File: src/mrf_regs.svh
`ifndef MRF_REGS_SVH
`define MRF_REGS_SVH

// register indices; byte address is four times the index
`define MRF_MAC_CONTROL_IDX     8'h01
`define MRF_WAKE_CTRL_IDX       8'h0c
`define MRF_IRQ_STATUS_IDX      8'h10
`define MRF_IRQ_MASK_IDX        8'h11
`define MRF_ADDR_W              10

// mac_control field positions
`define MRF_HASH_ONLY_BIT       15
`define MRF_HASH_SEL_BIT        13
`define MRF_LATE_RETRY_BIT      12
`define MRF_BROADCAST_REJECT_REJECT_BIT    11
`define MRF_RETRY_DISABLE_BIT   10
`define MRF_PAD_STRIP_BIT       8

// wake_control_status field positions
`define MRF_WAKE_EN_BIT         2

// interrupt status / mask bits
`define MRF_IRQ_RX_DROP_BIT     0
`define MRF_IRQ_LATE_COLL_BIT   1
`define MRF_IRQ_RETRY_ERR_BIT   2
`define MRF_IRQ_WAKE_BIT        3
`define MRF_IRQ_W               4

// reset values
`define MRF_CTRL_RESET          6'h00
`define MRF_WAKE_EN_RESET       1'b0
`define MRF_IRQ_RESET           4'h0

// frame layout and counts
`define MRF_DA_LAST             16'd5
`define MRF_LEN_HI_POS          16'd12
`define MRF_LEN_LO_POS          16'd13
`define MRF_HDR_LEN             16'd14
`define MRF_MIN_PAYLOAD         16'd46
`define MRF_BROADCAST_REJECT_BYTE          8'hff
`define MRF_MAX_ATTEMPTS        5'd16

// address hash
`define MRF_CRC_INIT            32'hffffffff
`define MRF_CRC_POLY            32'hedb88320
`define MRF_HASH_LSB            26

`endif
File: src/mrf_pkg.sv
package mrf_pkg;

  typedef enum logic [1:0] {
    RX_IDLE = 2'b00,
    RX_HDR  = 2'b01,
    RX_BODY = 2'b11
  } mrf_rx_state_t;

  typedef enum logic {
    TX_IDLE = 1'b0,
    TX_BUSY = 1'b1
  } mrf_tx_state_t;

  typedef struct packed {
    logic       psel;
    logic       penable;
    logic       pwrite;
    logic [9:0] paddr;
    logic [31:0] pwdata;
  } mrf_apb_req_t;

  typedef struct packed {
    logic       sof;
    logic       eof;
    logic [7:0] data;
  } mrf_beat_t;

  typedef struct packed {
    logic       sof;
    logic       eof;
    logic       empty;
    logic [7:0] data;
  } mrf_obeat_t;

  typedef struct packed {
    logic hashOnly;
    logic hashSel;
    logic lateRetry;
    logic bcastReject;
    logic retryDisable;
    logic padStrip;
  } mrf_cfg_t;

  typedef struct packed {
    logic       valid;
    logic       lateCollision;
    logic       retryError;
    logic [4:0] attempts;
  } mrf_txstat_t;

  typedef struct packed {
    mrf_cfg_t      ctrl;
    logic          wakeEn;
    logic [3:0]    irqStat;
    logic [3:0]    irqMask;
    logic [31:0]   prdata;
    mrf_rx_state_t rxState;
    mrf_cfg_t      rxCfg;
    logic [15:0]   rxCnt;
    logic          broadcast_reject;
    logic          mcast;
    logic          exact;
    logic          reject;
    logic [7:0]    lenHi;
    logic          trimOn;
    logic [15:0]   trimEnd;
    logic          outValid;
    mrf_obeat_t    outBeat;
    logic          outDrop;
    logic          wakeEvent;
    mrf_tx_state_t txState;
    mrf_cfg_t      txCfg;
    logic [4:0]    attempts;
    logic          lateSeen;
    logic          txRetry;
    logic          txAbort;
    mrf_txstat_t   txStat;
  } mrf_state_t;

endpackage

File: src/mrf_ctrl.sv
// The placing of the registers and the APB slave port were left to the implementer.
`timescale 1ns/10ps
`default_nettype none
`include "mrf_regs.svh"

module mrf_ctrl (
  // clock and reset
  input  wire logic                 core_clk,
  input  wire logic                 nrst,
  // apb slave
  input  wire mrf_pkg::mrf_apb_req_t apbReq,
  output logic               [31:0] prdata,
  output logic                      pready,
  output logic                      pslverr,
  // address filter tables
  input  wire logic          [47:0] stationAddr,
  input  wire logic          [63:0] hashTable,
  // receive stream from the phy side
  input  wire logic                 rxInValid,
  input  wire mrf_pkg::mrf_beat_t   rxIn,
  input  wire logic                 wakeFrameHit,
  // receive stream to the host side
  output logic                      rxOutValid,
  output var mrf_pkg::mrf_obeat_t   rxOut,
  output logic                      rxOutDrop,
  // transmit retry control
  input  wire logic                 txStart,
  input  wire logic                 txCollision,
  input  wire logic                 txLateCollision,
  input  wire logic                 txDone,
  output logic                      txRetry,
  output logic                      txAbort,
  output var mrf_pkg::mrf_txstat_t  txStatus,
  // events
  output logic                      wakeEvent,
  output logic                      irq
);
  import mrf_pkg::*;

  localparam logic [9:0] ADDR_CTRL = {`MRF_MAC_CONTROL_IDX, 2'b00};
  localparam logic [9:0] ADDR_WAKE = {`MRF_WAKE_CTRL_IDX, 2'b00};
  localparam logic [9:0] ADDR_STAT = {`MRF_IRQ_STATUS_IDX, 2'b00};
  localparam logic [9:0] ADDR_MASK = {`MRF_IRQ_MASK_IDX, 2'b00};

  mrf_state_t  state_ff;
  mrf_state_t  nxt_state;
  logic  [5:0] hashIdx;
  logic        apbSetup;
  logic        apbAccess;
  logic        mapped;
  logic [31:0] rdMux;
  logic  [3:0] events;
  logic  [3:0] rdClear;
  logic        rxFirst;
  logic [15:0] rxPos;
  mrf_cfg_t    rxCfgNow;
  logic        inDa;
  logic        bcastV;
  logic        exactV;
  logic        mcastV;
  logic        rejectV;
  logic        hashHit;
  logic        accept;
  logic [15:0] lenField;
  logic        trimmed;
  logic        deliver;
  logic  [4:0] nxtAttempts;
  logic        lateAbort;
  logic        retryErr;

  mrf_hash u_hash (
    .core_clk  (core_clk),
    .nrst      (nrst),
    .byteValid (rxInValid),
    .byteFirst (rxIn.sof),
    .byteData  (rxIn.data),
    .hashIdx   (hashIdx)
  );

  function automatic logic [31:0] ctrlWord(input mrf_cfg_t c);
    logic [31:0] w;
    w = 32'h00000000;
    w[`MRF_HASH_ONLY_BIT]     = c.hashOnly;
    w[`MRF_HASH_SEL_BIT]      = c.hashSel;
    w[`MRF_LATE_RETRY_BIT]    = c.lateRetry;
    w[`MRF_BROADCAST_REJECT_REJECT_BIT]  = c.bcastReject;
    w[`MRF_RETRY_DISABLE_BIT] = c.retryDisable;
    w[`MRF_PAD_STRIP_BIT]     = c.padStrip;
    return w;
  endfunction

  always_comb begin
    nxt_state = state_ff;
    events    = 4'h0;
    rdClear   = 4'h0;

    // apb decode; zero wait states, read data captured in the setup cycle
    apbSetup  = apbReq.psel && !apbReq.penable;
    apbAccess = apbReq.psel && apbReq.penable;
    mapped    = 1'b1;
    rdMux     = 32'h00000000;
    if (apbReq.paddr == ADDR_CTRL) begin
      rdMux = ctrlWord(state_ff.ctrl);
    end else if (apbReq.paddr == ADDR_WAKE) begin
      rdMux[`MRF_WAKE_EN_BIT] = state_ff.wakeEn;
    end else if (apbReq.paddr == ADDR_STAT) begin
      rdMux[`MRF_IRQ_W-1:0] = state_ff.irqStat;
    end else if (apbReq.paddr == ADDR_MASK) begin
      rdMux[`MRF_IRQ_W-1:0] = state_ff.irqMask;
    end else begin
      mapped = 1'b0;
    end
    if (apbSetup) begin
      nxt_state.prdata = rdMux;
    end
    if (apbAccess && apbReq.pwrite) begin
      if (apbReq.paddr == ADDR_CTRL) begin
        nxt_state.ctrl.hashOnly     = apbReq.pwdata[`MRF_HASH_ONLY_BIT];
        nxt_state.ctrl.hashSel      = apbReq.pwdata[`MRF_HASH_SEL_BIT];
        nxt_state.ctrl.lateRetry    = apbReq.pwdata[`MRF_LATE_RETRY_BIT];
        nxt_state.ctrl.bcastReject  = apbReq.pwdata[`MRF_BROADCAST_REJECT_REJECT_BIT];
        nxt_state.ctrl.retryDisable = apbReq.pwdata[`MRF_RETRY_DISABLE_BIT];
        nxt_state.ctrl.padStrip     = apbReq.pwdata[`MRF_PAD_STRIP_BIT];
      end else if (apbReq.paddr == ADDR_WAKE) begin
        nxt_state.wakeEn = apbReq.pwdata[`MRF_WAKE_EN_BIT];
      end else if (apbReq.paddr == ADDR_MASK) begin
        nxt_state.irqMask = apbReq.pwdata[`MRF_IRQ_W-1:0];
      end
    end
    // clear only what the read reported, so an event after the capture survives
    if (apbAccess && !apbReq.pwrite && apbReq.paddr == ADDR_STAT) begin
      rdClear = state_ff.prdata[`MRF_IRQ_W-1:0];
    end

    // receive path
    nxt_state.outValid  = 1'b0;
    nxt_state.outDrop   = 1'b0;
    nxt_state.wakeEvent = 1'b0;
    rxFirst  = rxIn.sof;
    rxPos    = rxFirst ? 16'h0000 : state_ff.rxCnt;
    rxCfgNow = rxFirst ? state_ff.ctrl : state_ff.rxCfg;
    inDa     = rxPos <= `MRF_DA_LAST;
    bcastV   = (rxFirst || state_ff.broadcast_reject) && (!inDa || rxIn.data == `MRF_BROADCAST_REJECT_BYTE);
    exactV   = (rxFirst || state_ff.exact) && (!inDa || rxIn.data == stationAddr[{rxPos[2:0], 3'b000} +: 8]);
    mcastV   = rxFirst ? rxIn.data[0] : state_ff.mcast;
    rejectV  = rxFirst ? 1'b0 : state_ff.reject;
    hashHit  = hashTable[hashIdx];
    lenField = {state_ff.lenHi, rxIn.data};
    accept   = exactV;
    if (bcastV) begin
      accept = !rxCfgNow.bcastReject;
    end else if (mcastV) begin
      accept = rxCfgNow.hashSel ? hashHit : exactV;
    end else if (rxCfgNow.hashSel && rxCfgNow.hashOnly) begin
      accept = hashHit;
    end
    if (rxPos == `MRF_DA_LAST) begin
      rejectV = !accept;
    end
    // runts that end before the address is complete are forwarded, then flagged as dropped on an empty last beat
    if (rxIn.eof && rxPos < `MRF_DA_LAST) begin
      rejectV = 1'b1;
    end
    trimmed = !rxFirst && state_ff.trimOn && rxPos >= state_ff.trimEnd;
    deliver = (!rejectV && !trimmed) || rxIn.eof;

    if (rxInValid && (rxFirst || state_ff.rxState != RX_IDLE)) begin
      nxt_state.rxCfg  = rxCfgNow;
      nxt_state.broadcast_reject  = bcastV;
      nxt_state.exact  = exactV;
      nxt_state.mcast  = mcastV;
      nxt_state.reject = rejectV;
      nxt_state.rxCnt  = (rxPos == 16'hffff) ? rxPos : rxPos + 16'd1;
      nxt_state.rxState = (rxPos < `MRF_LEN_LO_POS) ? RX_HDR : RX_BODY;
      if (rxFirst) begin
        nxt_state.trimOn = 1'b0;
      end
      if (rxPos == `MRF_LEN_HI_POS) begin
        nxt_state.lenHi = rxIn.data;
      end
      if (rxPos == `MRF_LEN_LO_POS) begin
        nxt_state.trimOn  = rxCfgNow.padStrip && lenField < `MRF_MIN_PAYLOAD;
        nxt_state.trimEnd = `MRF_HDR_LEN + lenField;
      end
      nxt_state.outValid      = deliver;
      nxt_state.outBeat.sof   = rxIn.sof;
      nxt_state.outBeat.eof   = rxIn.eof;
      nxt_state.outBeat.empty = rejectV || trimmed;
      nxt_state.outBeat.data  = rxIn.data;
      nxt_state.outDrop       = rxIn.eof && rejectV;
      if (rxIn.eof) begin
        nxt_state.rxState = RX_IDLE;
        events[`MRF_IRQ_RX_DROP_BIT] = rejectV;
        // wake does not look at the broadcast filter
        if (state_ff.wakeEn && wakeFrameHit) begin
          nxt_state.wakeEvent = 1'b1;
          events[`MRF_IRQ_WAKE_BIT] = 1'b1;
        end
      end
    end

    // transmit retry policy
    nxt_state.txRetry      = 1'b0;
    nxt_state.txAbort      = 1'b0;
    nxt_state.txStat.valid = 1'b0;
    nxtAttempts = state_ff.attempts + 5'd1;
    lateAbort   = txLateCollision && !state_ff.txCfg.lateRetry;
    retryErr    = state_ff.txCfg.retryDisable || state_ff.attempts == `MRF_MAX_ATTEMPTS;
    case (state_ff.txState)
      TX_IDLE: begin
        if (txStart) begin
          nxt_state.txState  = TX_BUSY;
          nxt_state.txCfg    = state_ff.ctrl;
          nxt_state.attempts = 5'd1;
          nxt_state.lateSeen = 1'b0;
        end
      end
      TX_BUSY: begin
        if (txCollision) begin
          events[`MRF_IRQ_LATE_COLL_BIT] = txLateCollision;
          if (lateAbort || retryErr) begin
            nxt_state.txState              = TX_IDLE;
            nxt_state.txAbort              = 1'b1;
            nxt_state.txStat.valid         = 1'b1;
            nxt_state.txStat.lateCollision = state_ff.lateSeen || txLateCollision;
            nxt_state.txStat.retryError    = retryErr;
            nxt_state.txStat.attempts      = state_ff.attempts;
            events[`MRF_IRQ_RETRY_ERR_BIT] = retryErr;
          end else begin
            nxt_state.txRetry  = 1'b1;
            nxt_state.attempts = nxtAttempts;
            nxt_state.lateSeen = state_ff.lateSeen || txLateCollision;
          end
        end else if (txDone) begin
          nxt_state.txState              = TX_IDLE;
          nxt_state.txStat.valid         = 1'b1;
          nxt_state.txStat.lateCollision = state_ff.lateSeen;
          nxt_state.txStat.retryError    = 1'b0;
          nxt_state.txStat.attempts      = state_ff.attempts;
        end
      end
      default: begin
        nxt_state.txState = TX_IDLE;
      end
    endcase

    // set wins over the read clear
    nxt_state.irqStat = (state_ff.irqStat & ~rdClear) | events;
  end

  always_ff @(posedge core_clk) begin
    if (!nrst) begin
      state_ff          <= '0;
      state_ff.ctrl     <= `MRF_CTRL_RESET;
      state_ff.wakeEn   <= `MRF_WAKE_EN_RESET;
      state_ff.irqStat  <= `MRF_IRQ_RESET;
      state_ff.irqMask  <= `MRF_IRQ_RESET;
      state_ff.rxState  <= RX_IDLE;
      state_ff.txState  <= TX_IDLE;
    end else begin
      state_ff <= nxt_state;
    end
  end

  assign prdata     = state_ff.prdata;
  assign pready     = 1'b1;
  assign pslverr    = apbAccess && !mapped;
  assign rxOutValid = state_ff.outValid;
  assign rxOut      = state_ff.outBeat;
  assign rxOutDrop  = state_ff.outDrop;
  assign txRetry    = state_ff.txRetry;
  assign txAbort    = state_ff.txAbort;
  assign txStatus   = state_ff.txStat;
  assign wakeEvent  = state_ff.wakeEvent;
  assign irq        = |(state_ff.irqStat & state_ff.irqMask);

endmodule

`default_nettype wire

File: src/mrf_hash.sv
`timescale 1ns/10ps
`default_nettype none
`include "mrf_regs.svh"

module mrf_hash (
  // clock and reset
  input  wire logic       core_clk,
  input  wire logic       nrst,
  // byte stream
  input  wire logic       byteValid,
  input  wire logic       byteFirst,
  input  wire logic [7:0] byteData,
  // hash over the bytes so far, current byte included
  output logic      [5:0] hashIdx
);
  import mrf_pkg::*;

  logic [31:0] crc_ff;
  logic [31:0] nxt_crc;
  logic [31:0] crcIn;

  function automatic logic [31:0] crcByte(input logic [31:0] c, input logic [7:0] d);
    logic [31:0] r;
    r = c;
    for (int i = 0; i < 8; i++) begin
      r = (r >> 1) ^ ((r[0] ^ d[i]) ? `MRF_CRC_POLY : 32'h00000000);
    end
    return r;
  endfunction

  // combinational through the current byte, so the caller sees the hash on the last address byte
  always_comb begin
    crcIn   = byteFirst ? `MRF_CRC_INIT : crc_ff;
    nxt_crc = byteValid ? crcByte(crcIn, byteData) : crc_ff;
    hashIdx = nxt_crc[`MRF_HASH_LSB +: 6];
  end

  always_ff @(posedge core_clk) begin
    if (!nrst) begin
      crc_ff <= `MRF_CRC_INIT;
    end else begin
      crc_ff <= nxt_crc;
    end
  end

endmodule

`default_nettype wire

File: config.mk
export PLATFORM = sky130hd
export DESIGN_NAME = mrf_ctrl
export DESIGN_NICKNAME = d
export VERILOG_FILES = /design/src/mrf_pkg.sv /design/src/mrf_ctrl.sv /design/src/mrf_hash.sv
export VERILOG_INCLUDE_DIRS = /design/src
export SDC_FILE = /design/constraint.sdc
export NUM_CORES = 1
export LEC_CHECK = 0
export BUFFER_PORTS_ARGS = -buffer_cell sky130_fd_sc_hd__buf_4
export CAP_MARGIN = 20
export CORE_MARGIN = 2
export CORE_UTILIZATION = 46
export CTS_CLUSTER_DIAMETER = 30
export DETAILED_ROUTE_END_ITERATION = 8
export PLACE_DENSITY_LB_ADDON = 0.08
export SLEW_MARGIN = 10
export SYNTH_ARGS = -nofsm -noshare
export SYNTH_HDL_FRONTEND = slang
export SYNTH_HIERARCHICAL = 1
export SYNTH_SLANG_ARGS = --single-unit
File: constraint.sdc
create_clock -name core_clk -period 6.2 [get_ports core_clk]
set_input_delay 0.62 -clock core_clk [delete_from_list [all_inputs] [get_ports core_clk]]
set_output_delay 0.62 -clock core_clk [all_outputs]
set_load 0.005 [all_outputs]
Yosys cells after proc, flatten, opt, wreduce, memory -nomap -nowiden
Cells that the tools add are included.
W data, S select, Z words.
{"block": "classes", "addsub": 3, "n_shift": 1, "n_mux": 58, "n_lt_le_gt_ge": 6, "n_bitwise": 23, "eq_ne": 15, "n_reduce_logical": 55}
{"cell": "$mux W32", "n": 10}
{"cell": "$xor A31 B32 Y32", "n": 8}
{"cell": "$shiftx A48 B7 Y8", "n": 1}
{"cell": "$eq A16 B4 Y1 const B", "n": 2}
{"cell": "$mux W16", "n": 2}
{"cell": "$mux W1", "n": 25}
{"cell": "$mux W8", "n": 3}
{"cell": "$eq A10 B7 Y1 const B", "n": 2}
{"cell": "$logic_and A1 B1 Y1", "n": 18}
{"cell": "$mux W17", "n": 1}
{"cell": "$add A16 B1 Y16 const B", "n": 1}
{"cell": "$add A4 B16 Y16 const A", "n": 1}
{"cell": "$eq A16 B16 Y1 const B", "n": 1}
{"cell": "$eq A16 B3 Y1 const B", "n": 1}
{"cell": "$ge A16 B16 Y1", "n": 1}
{"cell": "$le A16 B3 Y1 const B", "n": 1}
{"cell": "$lt A16 B3 Y1 const B", "n": 1}
{"cell": "$lt A16 B4 Y1 const B", "n": 1}
{"cell": "$lt A16 B6 Y1 const B", "n": 1}
{"cell": "$mux W4", "n": 4}
{"cell": "$reduce_and A2 Y1", "n": 8}
{"cell": "$mux W13", "n": 1}
{"cell": "$mux W12", "n": 1}
{"cell": "$pmux W6 S2", "n": 1}
{"cell": "26 further kinds", "n": 65}
{"block": "word_totals", "elab_cells": 210, "output_inout_bits": 59, "register_bits": 169, "in_bits": 175}

Logic depth before layout (Yosys ltp)
Gate-level depths: netlist of the first run.
{"block": "logic_depth", "word_depth": 37, "depth_mapped": 18, "depth_no_buf": 14}

Cells and area by module
Netlist of the first run, hierarchy kept.
{"module": "mrf_ctrl", "area_each_um2": 7076.8, "instances": 1, "seq_area_each_um2": 2182.1, "cells_per_inst": 894}
{"module": "mrf_hash", "area_each_um2": 2595.0, "instances": 1, "seq_area_each_um2": 640.6, "cells_per_inst": 313}

Least setup slack after synthesis of the first run
OpenSTA, ideal clock, no wires.
{"block": "synth_path", "path_kind": "input-to-reg", "from": "input port rxIn[9] (netlist bit)", "to": "register state_ff (netlist bit rxOutValid)", "slack_ns": 2.124, "stages": 14, "arrival_time_ns": 3.959, "setup_time_ns": 0.116, "required_ns": 6.084, "path_buffers": 5, "cell_sequence": "buf_2 buf_2 clkbuf_1 buf_1 clkbuf_1 nor2b_1 ha_1 a21boi_1 o21ai_0 a211o_1 maj3_1 o31a_1 or4b_1 a41o_1"}
{"block": "synth_via", "elab_chain_cells": 25, "word_cells_on_any_way": 65, "cone_classes": "order compare (3); eq/ne (2); shift (1); mux (22); bitwise (16); reduce/logical (21)"}
{"element": "start, declared", "line": "mrf_ctrl.sv:20", "source": "input wire mrf_pkg::mrf_beat_t rxIn,"}
{"element": "$mux W32", "line": "mrf_hash.sv:33", "source": "crcIn = byteFirst ? `MRF_CRC_INIT : crc_ff;"}
{"element": "$xor A1 B1 Y1 or $xor A31 B32 Y32 (tied branches)", "line": "mrf_hash.sv:26", "source": "r = (r >> 1) ^ ((r[0] ^ d[i]) ? `MRF_CRC_POLY : 32'h00000000);"}
{"element": "$mux W32 or $xor A1 B1 Y1 (tied branches)", "line": "mrf_hash.sv:26"}
{"element": "$xor A31 B32 Y32 or $mux W32 (tied branches)", "line": "mrf_hash.sv:26"}
{"element": "$xor A31 B32 Y32 (5 in a row)", "line": "mrf_hash.sv:26"}
{"element": "$xor A1 B1 Y1 or $xor A31 B32 Y32 (tied branches)", "line": "mrf_hash.sv:26"}
{"element": "$mux W32 or $xor A1 B1 Y1 (tied branches)", "line": "mrf_hash.sv:26"}
{"element": "$xor A31 B32 Y32 or $mux W32 (tied branches)", "line": "mrf_hash.sv:26"}
{"element": "[5 not listed]"}
{"element": "$mux W1", "line": "mrf_ctrl.sv:152", "source": "end else if (mcastV) begin"}
{"element": "$mux W1", "line": "mrf_ctrl.sv:150", "source": "if (bcastV) begin"}
{"element": "$logic_not A1 Y1", "line": "mrf_ctrl.sv:158", "source": "rejectV = !accept;"}
{"element": "$mux W1", "line": "mrf_ctrl.sv:157", "source": "if (rxPos == `MRF_DA_LAST) begin"}
{"element": "$mux W1", "line": "mrf_ctrl.sv:161", "source": "if (rxIn.eof && rxPos < `MRF_DA_LAST) begin"}
{"element": "$logic_not A1 Y1", "line": "mrf_ctrl.sv:165", "source": "deliver = (!rejectV && !trimmed) || rxIn.eof;"}
{"element": "$logic_and A1 B1 Y1", "line": "mrf_ctrl.sv:165"}
{"element": "$logic_or A1 B1 Y1", "line": "mrf_ctrl.sv:165"}
{"element": "end signal, assigned", "line": "mrf_ctrl.sv:261", "source": "state_ff <= nxt_state;"}
{"element": "end, declared", "line": "mrf_ctrl.sv:45", "source": "mrf_state_t state_ff;"}
Several ways; a longest one is shown, not always the timed one. The select of a mux whose other input is x is not followed.
A chain may end at the register's enable or synchronous reset.

Worst setup path in the final report of the first run
{"block": "layout_path", "from": "register u_hash.crc_ff[0]", "to": "register state_ff (netlist bit rxOutValid)"}
{"block": "layout_via", "elab_chain_cells": 25, "word_cells_on_any_way": 26, "cone_classes": "mux (12); bitwise (10); reduce/logical (4)"}
{"element": "start, declared", "line": "mrf_hash.sv:18", "source": "logic [31:0] crc_ff;"}
{"element": "start signal, assigned", "line": "mrf_hash.sv:40", "source": "crc_ff <= `MRF_CRC_INIT;"}
{"element": "start signal, assigned", "line": "mrf_hash.sv:42", "source": "crc_ff <= nxt_crc;"}
{"element": "$mux W32 (*)", "line": "mrf_hash.sv:33"}
{"element": "$xor A1 B1 Y1 (*)", "line": "mrf_hash.sv:26"}
{"element": "$mux W32 (*)", "line": "mrf_hash.sv:26"}
{"element": "$xor A31 B32 Y32 (*) (6 in a row)", "line": "mrf_hash.sv:26"}
{"element": "$xor A1 B1 Y1 (*)", "line": "mrf_hash.sv:26"}
{"element": "$mux W32 (*)", "line": "mrf_hash.sv:26"}
{"element": "$xor A31 B32 Y32 (*) (2 in a row)", "line": "mrf_hash.sv:26"}
{"element": "$mux W32 (*)", "line": "mrf_hash.sv:34", "source": "nxt_crc = byteValid ? crcByte(crcIn, byteData) : crc_ff;"}
{"element": "named net hashIdx[0]", "line": "mrf_ctrl.sv:47", "source": "logic [5:0] hashIdx;"}
{"element": "[3 not listed]"}
{"element": "$mux W1 (*)", "line": "mrf_ctrl.sv:152"}
{"element": "$mux W1 (*)", "line": "mrf_ctrl.sv:150"}
{"element": "$logic_not A1 Y1 (*)", "line": "mrf_ctrl.sv:158"}
{"element": "$mux W1 (*)", "line": "mrf_ctrl.sv:157"}
{"element": "$mux W1 (*)", "line": "mrf_ctrl.sv:161"}
{"element": "$logic_not A1 Y1 (*)", "line": "mrf_ctrl.sv:165"}
{"element": "$logic_and A1 B1 Y1 (*)", "line": "mrf_ctrl.sv:165"}
{"element": "$logic_or A1 B1 Y1 (*)", "line": "mrf_ctrl.sv:165"}
The timed path passes the listed nets; every way through them passes the cells marked *. The select of a mux whose other input is x is not followed.

==> impl_metrics.py, run 1 <==
metrics = {
    "placed_design": {
        "place.detailed.hpwl_um": 18670,
        "dp.cells": 1569,
        "port_buffers": 188,
        "gp_congestion": 0.8369,
    },
    "worst_setup_path": {
        "cp.arrival_ns": 4.75,
        "worstPathRequired_ns": 6.52,
        "r2r_setup_slack_ns": 1.77,
        "rr_startpoint": "u_hash/crc_ff[0]",
        "reg2reg_to": "rxOutValid",
        "cp_max_fo": 11,
        "endpoint_kind": "flop",
        "critPathLaunchType": "flop",
        "reg2reg_depth": 15,
        "worstSetupPathType": "flop to flop",
    },
    "synth": {
        "yosysUniqueCellTypes": 90,
        "yosys.area_share.adder": 0.02303,
        "mappedNetlistArea_um2": 9672,
        "synth_top_family_by_area": "simple AND/OR/NAND/NOR gates",
        "synth_ff_type": "dfxtp_1",
        "avgSynthCellArea_um2": 8.013,
        "synth_simple_gate_area_frac": 0.2230,
        "synth_mux_area_frac": 0.09353,
        "synth.area.top_cells": "dfxtp_1, mux2i_1, xnor2_1, nor2_1, buf_4",
        "synth_edf_count": 0,
        "syn-instance-count": 1207,
        "synthArstFlopShare": 0,
        "synth_compound_area_frac": 0.1573,
        "yosysWarningCount": 6,
        "synth_top_area_frac": 0.2918,
        "synth_seq_cells": 141,
        "synth_area_leader_cell": "dfxtp_1",
        "seq_area_frac_synth": 0.2918,
        "synth-xor-area-share": 0.1138,
    },
    "clocking": {
        "cts-root-buf": "clkbuf_16",
        "holdBufCountCts": 0,
        "cts-resized-gates": 0,
        "h-tree-depth": 4,
        "cts_max_path_buffers": 2,
        "clock_latency_ns": 0.43,
        "cts_setup_buffers": 0,
        "cts_tree": "yes",
        "cts_sinks": 141,
        "cts.clk_slew.worst_paths_ns": 0.06,
        "cts_buffers": 17,
    },
    "timing": {
        "fin_skew_ns": 0.01524,
        "min_period_ns": 4.434,
        "worstMarginPinSlew_ns": 0.8974,
        "slew_headroom": 0.3998,
        "tns_ns": 0,
        "finalSetupViolations": 0,
        "drv_slew": 0,
        "finalCritPeriodShare": 0.7151,
        "max_freq_ghz": 0.2256,
        "rsz0062_at_grt": "no",
        "finalHoldViolations": 0,
    },
    "global_routing": {
        "track_usage": 0.2305,
        "antenna_found_initial": 0,
        "grt_max_degree": 69,
        "grt_pass1_vias": 8129,
        "overflow": 0,
        "grt_pass1_wl_um": 41310,
    },
    "layout": {
        "multi_input_area_um2": 6003,
        "area_growth_pct": 18.28,
        "final_util": 0.5494,
        "fin_nets": 1506,
        "n_antenna_cell": 0,
        "drive_gt1_frac": 0.2057,
        "register_area_um2": 2823,
        "final_cells": 1602,
        "fill_cells": 2029,
    },
    "drt": {
        "drc": 0,
        "wl_per_cell_um": 16.02,
        "highest_layer": "met4",
        "wl_met1_um": 11430,
        "wl_met2_um": 12730,
        "vias": 8615,
        "avgViaCountPerCell": 5.378,
        "final_antenna_net_count": 0,
        "drt_first_pass_iters": 6,
        "met3WireLength_um": 1232,
        "drt_first_iter_violations": 515,
        "wl_um": 25670,
    },
    "power": {
        "power.internal_mw": 1.960,
        "p_sw_frac": 0.3105,
        "power.leakage_nw": 4.743,
        "p_seq_frac": 0.352,
        "finalPower_mw": 2.843,
        "switchingPower_uw": 882.9,
        "vdd_ir_drop_max_mv": 0.1757,
        "power_frac_comb": 0.283,
        "power_density_nw_per_um2": 248.6,
        "p_clk_frac": 0.365,
    },
    "floorplanning": {
        "start_util": 0.4645,
        "die_h_um": 149,
        "die_area_um2": 22200,
        "die_w_um": 149,
        "core_area_um2": 20820,
        "num_rows": 53,
        "io_pins": 234,
    },
    "outcome": {
        "outcome": "complete, no violations",
    },
    "job": {
        "maxCapViolations": 0,
    },
    "worst_hold_path": {
        "hold_path_class": "input pin to flop",
        "holdPathStages": 3,
        "whs_endpoint": "state_ff[123]",
        "hp-start": "apbReq[1]",
    },
}
[Yosys cell counts (all sizes together) (10+ instances only)]
| cell | n |
|---|---|
| clkbuf | 48 |
| a31oi | 10 |
| a21oi | 67 |
| mux2i | 72 |
| xnor2 | 73 |
| nor2 | 164 |
| nand2 | 107 |
| inv | 39 |
| a211oi | 26 |
| o211ai | 24 |
| ha | 17 |
| nor2b | 25 |
| nor3 | 24 |
| xor2 | 28 |
| nand3 | 44 |
| nor3b | 12 |
| o21ai | 47 |
| dfxtp | 141 |
| buf | 85 |
[per-stage QoR]
step           hold WS, ns  cell area, um2  worst slack (ns)
2_1_floorplan       0.4316            9751             2.124
3_3_place_gp        0.4390           10820             1.693
3_5_place_dp        0.4433           10820             1.615
4_1_cts             0.4195           11410             1.785
5_1_grt             0.4169           11440             1.370
6_report            0.4281           11440             1.766
[area by class of cell]
type / instances / share of cell area
inverter: 41 / 0.01345
multi-input combinational: 913 / 0.5248
clock inverter: 13 / 0.01323
tap: 275 / 0.03008
clock buffer: 19 / 0.03872
sequential: 141 / 0.2467
timing repair buffer: 200 / 0.1330
[flip-flops by register name (all words and copies together), names as in the netlist]
name           flops
state_ff          67
txAbort            1
wakeEvent          1
rxOutDrop          1
rxOutValid         1
lenField           8
txStatus           8
u_hash/crc_ff     32
prdata            10
rxOut             11
txRetry            1
[cells by family after synthesis]
| logic type | after synthesis |
|---|---|
| DFF | 141 |
| adders and majority gates | 18 |
| other | 2 |
| muxes | 84 |
| xor gates and xnor gates | 108 |
| and+or+nand+nor | 446 |
| AOI/OAI and AO/OA | 234 |
| buffers and inverters | 174 |
[power groups by stage]
stage / registers [mW] / logic, mW / clock network (mW)
5_1_grt: 1.01 / 0.884 / 1.09
3_5_place_dp: 1.02 / 0.804 / 0
2_1_floorplan: 0.995 / 0.632 / 0
3_3_place_gp: 1.02 / 0.799 / 0
4_1_cts: 0.999 / 0.809 / 1.05
6_report: 1.00 / 0.804 / 1.04
[worst max path at each step]
stage	start	to	slack, ns	depth (start not counted)
after floorplan	rxIn[9]	rxOutValid	2.12	14
after global placement	rxIn[3]	rxOutValid	1.69	15
after detailed placement	rxIn[3]	rxOutValid	1.61	15
after CTS	u_hash/crc_ff[0]	rxOutValid	1.79	15
after global routing	u_hash/crc_ff[0]	rxOutValid	1.37	15
final	u_hash/crc_ff[0]	rxOutValid	1.77	15
[placed cells by master, fill, tap and decap left out, types with 4 or more instances in the layout]
master,netlist,routed
and2_1,4,4
inv_6,0,6
nor2_1,164,164
a22oi_1,7,7
ha_1,17,17
nor3_1,23,23
nor2b_1,25,25
xnor3_1,5,5
xor2_1,26,26
nand2b_1,7,7
a2111oi_0,5,5
mux4_2,4,4
nor4_1,8,8
nand3_1,42,42
and3_1,8,8
o21ai_1,6,6
and4_1,4,4
o21ai_0,41,40
mux2i_1,72,72
mux2_2,7,7
o21a_1,4,4
clkbuf_16,0,17
nand3b_1,5,5
nand2_1,106,106
xnor2_1,72,72
dfxtp_1,141,141
nand4_1,9,9
nor3b_1,11,11
o22ai_1,4,4
a211oi_1,26,26
conb_1,2,23
a211o_1,5,5
o211ai_1,23,23
or2_2,4,4
a21oi_1,67,67
a21o_1,5,5
inv_1,36,36
buf_4,59,199
a31oi_1,10,9
[critical path, cell delays in order (launching register included)]
cell,delay (ns)
dfxtp_1,0.63
xnor2_1,0.17
o21ai_0,0.34
nand2_1,0.20
xor2_1,0.31
xnor2_1,0.18
o21ai_2,0.46
buf_4,0.31
mux2i_1,0.21
a22oi_1,0.11
o2111a_1,0.16
o21ai_0,0.16
o311ai_0,0.19
o211ai_1,0.42
nand3_2,0.22
a41o_1,0.27
[layer usage]
| layer | GRT usage | vias to the layer above |
|---|---|---|
| met5 | 0 | - |
| met4 | 0.04238 | 0 |
| met3 | 0.03976 | 25 |
| met2 | 0.4046 | 220 |
| met1 | 0.2998 | 4028 |
| li1 | - | 4342 |
No activity file was read; power rests on OpenSTA's default activity.
==> inputs of run 2 (changes only) <==
==> constraint.sdc (replaced) <==
create_clock -name core_clk -period 4.3 [get_ports core_clk]
set_input_delay 0.43 -clock core_clk [delete_from_list [all_inputs] [get_ports core_clk]]
set_output_delay 0.43 -clock core_clk [all_outputs]
set_load 0.005 [all_outputs]
==> run 2 against run 1 <==
Die area stayed put. Utilization is 0.35 points higher. Clock-buffer cell count rose by 1. Clock skew decreased by 0.00099 ns. Fmax rose by 14%. Design area rose by 0.65%. Critical endpoint unchanged. Register-to-register slack lost 1.4 ns. Sequential power grew 44%. Critical path type unchanged.
==> impl_metrics.py, run 2 (same netlist as run 1, synthesis figures left out) <==
metrics = {
    "timing": {
        "max_freq_ghz": 0.2565,
        "fin_skew_ns": 0.01425,
        "slew_headroom": 0.2933,
        "setup_slack_ns": 0.4019,
        "timing.hold.ws_ns": 0.2360,
        "rsz0062_at_grt": "no",
        "tns_ns": 0,
        "drv_slew": 0,
        "min_period_ns": 3.898,
        "worstMarginPinSlew_ns": 1.060,
        "finalSetupViolations": 0,
        "finalCritPeriodShare": 0.9065,
        "finalHoldViolations": 0,
    },
    "worst_setup_path": {
        "cp_max_fo": 14,
        "cp_slowest_stage_delay_ns": 0.52,
        "cp.arrival_ns": 4.21,
        "worstSetupPathType": "flop to flop",
        "r2r_setup_slack_ns": 0.40,
        "worstPathRequired_ns": 4.62,
        "critPathLaunchType": "flop",
        "path_common_cell": "xnor2_1",
        "reg2reg_depth": 15,
        "cp_slowest_cell": "dfxtp_1",
        "endpoint_kind": "flop",
        "crit_chain": "xnor2_1 > o21ai_0 > nand2_1 > xor2_1 > xnor2_1 > o21ai_2 > buf_4 > mux4_2 > mux2i_1 > nor3_1 > a31oi_1 > nand3_1 > o211ai_1 > nand3_2 > a41o_1",
    },
    "floorplanning": {
        "die_area_um2": 22200,
        "die_w_um": 149,
        "start_util": 0.4645,
        "core_area_um2": 20820,
        "die_h_um": 149,
        "num_rows": 53,
        "io_pins": 234,
    },
    "placed_design": {
        "place.detailed.hpwl_um": 19060,
        "port_buffers": 188,
        "dp.cells": 1583,
        "gp_congestion": 0.8631,
        "dp_slack_ns": 0.3594,
    },
    "clocking": {
        "cts_tree": "yes",
        "cts-resized-gates": 0,
        "cts.clk_slew.worst_paths_ns": 0.06,
        "clock_latency_ns": 0.43,
        "holdBufCountCts": 0,
        "cts_max_path_buffers": 2,
        "cts_sinks": 141,
        "cts_setup_buffers": 0,
        "h-tree-depth": 4,
        "cts-root-buf": "clkbuf_16",
        "cts_buffers": 17,
    },
    "global_routing": {
        "track_usage": 0.2316,
        "grt_max_degree": 53,
        "overflow": 0,
        "grt_pass1_vias": 8342,
        "antenna_found_initial": 0,
        "grt_pass1_wl_um": 41460,
    },
    "layout": {
        "area_growth_pct": 19.04,
        "fill_cells": 1991,
        "n_antenna_cell": 0,
        "mostFrequentLayoutCells": "buf_4, nor2_1, dfxtp_1",
        "final_cells": 1615,
        "top_register": "state_ff",
        "largest_reg_flops": 67,
        "drive_gt1_frac": 0.2142,
        "final_util": 0.5529,
        "multi_input_area_um2": 6003,
        "register_area_um2": 2823,
        "final_common_cell": "buf_4",
        "fin_nets": 1519,
    },
    "drt": {
        "avgViaCountPerCell": 5.340,
        "drt_first_pass_iters": 5,
        "vias": 8624,
        "final_antenna_net_count": 0,
        "drc": 0,
        "drt_first_iter_violations": 485,
        "wl_per_cell_um": 15.90,
        "wl_um": 25680,
    },
    "worst_hold_path": {
        "hold_path_class": "input pin to flop",
        "holdPathStages": 3,
    },
    "power": {
        "vdd_ir_drop_max_mv": 0.2404,
        "power.leakage_nw": 4.790,
        "power_density_nw_per_um2": 356.2,
    },
    "outcome": {
        "outcome": "complete, no violations",
    },
    "job": {
        "maxCapViolations": 0,
    },
}
run 2: per-layer routing:
layer | part of all wire | global-route usage | up-vias
li1 | - | - | 4370
met4 | 0.018 | 0.06619 | 0
met2 | 0.49 | 0.4069 | 196
met3 | 0.042 | 0.03761 | 30
met5 | 0 | 0 | -
met1 | 0.45 | 0.2930 | 4028
run 2: worst max-delay path: cells and delay by family (launching register included):
| kind | cells | cell delay (ns) |
|---|---|---|
| mux | 2 | 0.65 |
| compound gates | 5 | 1.14 |
| xor+xnor | 3 | 0.67 |
| flops | 1 | 0.52 |
| simple gates | 4 | 0.57 |
| buf+inv | 1 | 0.24 |
run 2: cell type report:
cell class,count,share of cell area
Multi-Input combinational cell,913,0.5214
Timing Repair Buffer,213,0.1389
Sequential cell,141,0.2452
Clock buffer,20,0.04053
Inverter,41,0.01337
Clock inverter,12,0.01076
Tap cell,275,0.02988
run 2: per-stage QoR:
step	area (um2)	power, mW
2_1_floorplan	9751	2.345
6_report	11510	4.101
5_1_grt	11510	4.310
4_1_cts	11510	4.128
3_5_place_dp	10920	2.655
3_3_place_gp	10920	2.653
run 2: power by group:
| part | leakage [nW] | total [mW] | internal, mW | switching (mW) |
|---|---|---|---|---|
| sequential | 1.15 | 1.44 | 1.38 | 0.0619 |
| combinational | 3.36 | 1.19 | 0.590 | 0.605 |
| clock | 0.285 | 1.47 | 0.856 | 0.613 |
run 2: path summary, 6_finish.rpt:
kind / start / end
min: apbReq[3] / state_ff[125]
max reg2reg: u_hash/crc_ff[0] / rxOutValid
max: u_hash/crc_ff[0] / rxOutValid
min reg2reg: rxOut[2] / rxOut[2]
==> inputs of run 3 (changes only) <==
--- a/config.mk
+++ b/config.mk
@@ -11,8 +11,10 @@
 export CORE_MARGIN = 2
 export CORE_UTILIZATION = 46
 export CTS_CLUSTER_DIAMETER = 30
+export CTS_CLUSTER_SIZE = 28
 export DETAILED_ROUTE_END_ITERATION = 8
 export PLACE_DENSITY_LB_ADDON = 0.08
+export REMOVE_ABC_BUFFERS = 1
 export SLEW_MARGIN = 10
 export SYNTH_ARGS = -nofsm -noshare
 export SYNTH_HDL_FRONTEND = slang
==> run 3 against run 2 <==
Cell count about the same. Sequential share of layout area down 0.075 points. Hold slack worse by 0.0017 ns. Non-clock buffer count up 1. Fmax down 2.6%.
==> impl_metrics.py, run 3 (same netlist as run 1, synthesis figures left out) <==
metrics = {
    "clocking": {
        "cts_tree": "yes",
        "cts_buffers": 17,
        "clock_latency_ns": 0.42,
        "cts-root-buf": "clkbuf_16",
        "h-tree-depth": 4,
        "cts-resized-gates": 0,
        "cts_sinks": 141,
        "cts.clk_slew.worst_paths_ns": 0.07,
        "cts_max_path_buffers": 2,
        "cts_setup_buffers": 0,
        "holdBufCountCts": 0,
    },
    "worst_setup_path": {
        "cp.arrival_ns": 4.32,
        "reg2reg_to": "rxOutValid",
        "worstPathRequired_ns": 4.62,
        "critPathLaunchType": "flop",
        "worstSetupPathType": "flop to flop",
        "reg2reg_depth": 15,
        "cp_max_fo": 28,
        "r2r_setup_slack_ns": 0.30,
        "rr_startpoint": "u_hash/crc_ff[0]",
        "endpoint_kind": "flop",
    },
    "floorplanning": {
        "die_w_um": 149,
        "core_area_um2": 20820,
        "die_h_um": 149,
        "io_pins": 234,
        "start_util": 0.4645,
        "num_rows": 53,
        "die_area_um2": 22200,
    },
    "drt": {
        "drt_first_pass_iters": 5,
        "wl_um": 25510,
        "drt_first_iter_violations": 585,
        "final_antenna_net_count": 0,
        "drc": 0,
        "vias": 8623,
        "avgViaCountPerCell": 5.336,
        "wl_per_cell_um": 15.78,
    },
    "outcome": {
        "outcome": "complete, no violations",
    },
    "timing": {
        "rsz0062_at_grt": "no",
        "drv_slew": 0,
        "min_period_ns": 4.002,
        "finalHoldViolations": 0,
        "fin_skew_ns": 0.01040,
        "max_freq_ghz": 0.2499,
        "finalSetupViolations": 0,
        "worstMarginPinSlew_ns": 1.018,
        "finalCritPeriodShare": 0.9307,
        "slew_headroom": 0.3215,
        "tns_ns": 0,
        "setup_slack_ns": 0.2980,
    },
    "power": {
        "power_density_nw_per_um2": 354.6,
        "vdd_ir_drop_max_mv": 0.2501,
        "power.leakage_nw": 4.813,
    },
    "placed_design": {
        "dp_slack_ns": 0.3500,
        "placed_cell_area_um2": 10960,
        "gp_congestion": 0.8813,
        "port_buffers": 188,
        "place.detailed.hpwl_um": 19010,
    },
    "job": {
        "maxCapViolations": 0,
    },
    "layout": {
        "largest_reg_flops": 67,
        "final_util": 0.5546,
        "mostFrequentLayoutCells": "buf_4, nor2_1, dfxtp_1",
        "fin_nets": 1520,
        "area_growth_pct": 19.41,
        "finalInstanceArea_um2": 11550,
        "final_common_cell": "buf_4",
        "fill_cells": 2012,
        "drive_gt1_frac": 0.2148,
        "top_register": "state_ff",
        "n_antenna_cell": 0,
    },
    "global_routing": {
        "overflow": 0,
        "grt_pass1_vias": 8185,
        "grt_pass1_wl_um": 41250,
        "antenna_found_initial": 1,
        "track_usage": 0.2293,
        "grt_max_degree": 51,
    },
    "worst_hold_path": {
        "hp-start": "apbReq[3]",
        "whs_endpoint": "state_ff[125]",
        "holdPathStages": 3,
        "hold_path_class": "input pin to flop",
    },
}
[run 3: worst max-delay path by stage]
| stage | startpoint | endpoint | slack [ns] | cells after the start |
|---|---|---|---|---|
| global placement | rxIn[9] | rxOutValid | 0.43 | 15 |
| CTS | u_hash/crc_ff[0] | rxOutValid | 0.32 | 15 |
| floorplan | u_hash/crc_ff[0] | rxOutValid | -1.09 | 14 |
| finish | u_hash/crc_ff[0] | rxOutValid | 0.30 | 15 |
| detailed placement | u_hash/crc_ff[0] | rxOutValid | 0.35 | 15 |
| global route | u_hash/crc_ff[0] | rxOutValid | 0.002 | 15 |
[run 3: final cells by class]
cell class,count,area [um2],area share
multi-input cells,913,6003,0.5198
flip-flops and latches,141,2823,0.2444
clock buffers,18,439.2,0.03803
well taps,275,344.1,0.02979
repair buffers,214,1639,0.1419
inverters,41,153.9,0.01333
clock inverters,14,146.4,0.01268
[run 3: metal layers]
metal,vias up,GRT usage,part of all wire
met1,4006,0.2999,0.46
met3,34,0.04526,0.045
li1,4364,-,-
met5,-,0,0.00051
met2,217,0.3906,0.48
met4,2,0.05381,0.017
[run 3: metrics by stage]
stage,cells,hold WS [ns],power (mW)
final,1616,0.2343,4.095
after global routing,1616,0.2308,4.307
after CTS,1616,0.2208,4.133
after detailed placement,1584,0.4462,2.657
after global placement,1583,0.4407,2.645
after floorplan,1095,0.4316,2.267
[run 3: worst max-delay path, cell delays in order (launching register included)]
cell      delay [ns]
dfxtp_1         0.57
xnor2_1         0.16
o21ai_0         0.31
nand2_1         0.22
xor2_1          0.33
xnor2_1         0.21
o21ai_2         0.24
buf_12          0.23
mux4_2          0.51
mux2i_1         0.15
nor3_1          0.06
a31oi_1         0.15
nand3_1         0.09
o211ai_1        0.19
nand3_2         0.20
a41o_1          0.27
[run 3: power by group]
group / internal (mW) / leakage, nW / total [mW] / switching (mW)
registers: 1.37 / 1.15 / 1.43 / 0.0598
clock network: 0.835 / 0.288 / 1.47 / 0.632
logic: 0.590 / 3.38 / 1.19 / 0.603
total: 2.80 / 4.81 / 4.10 / 1.29
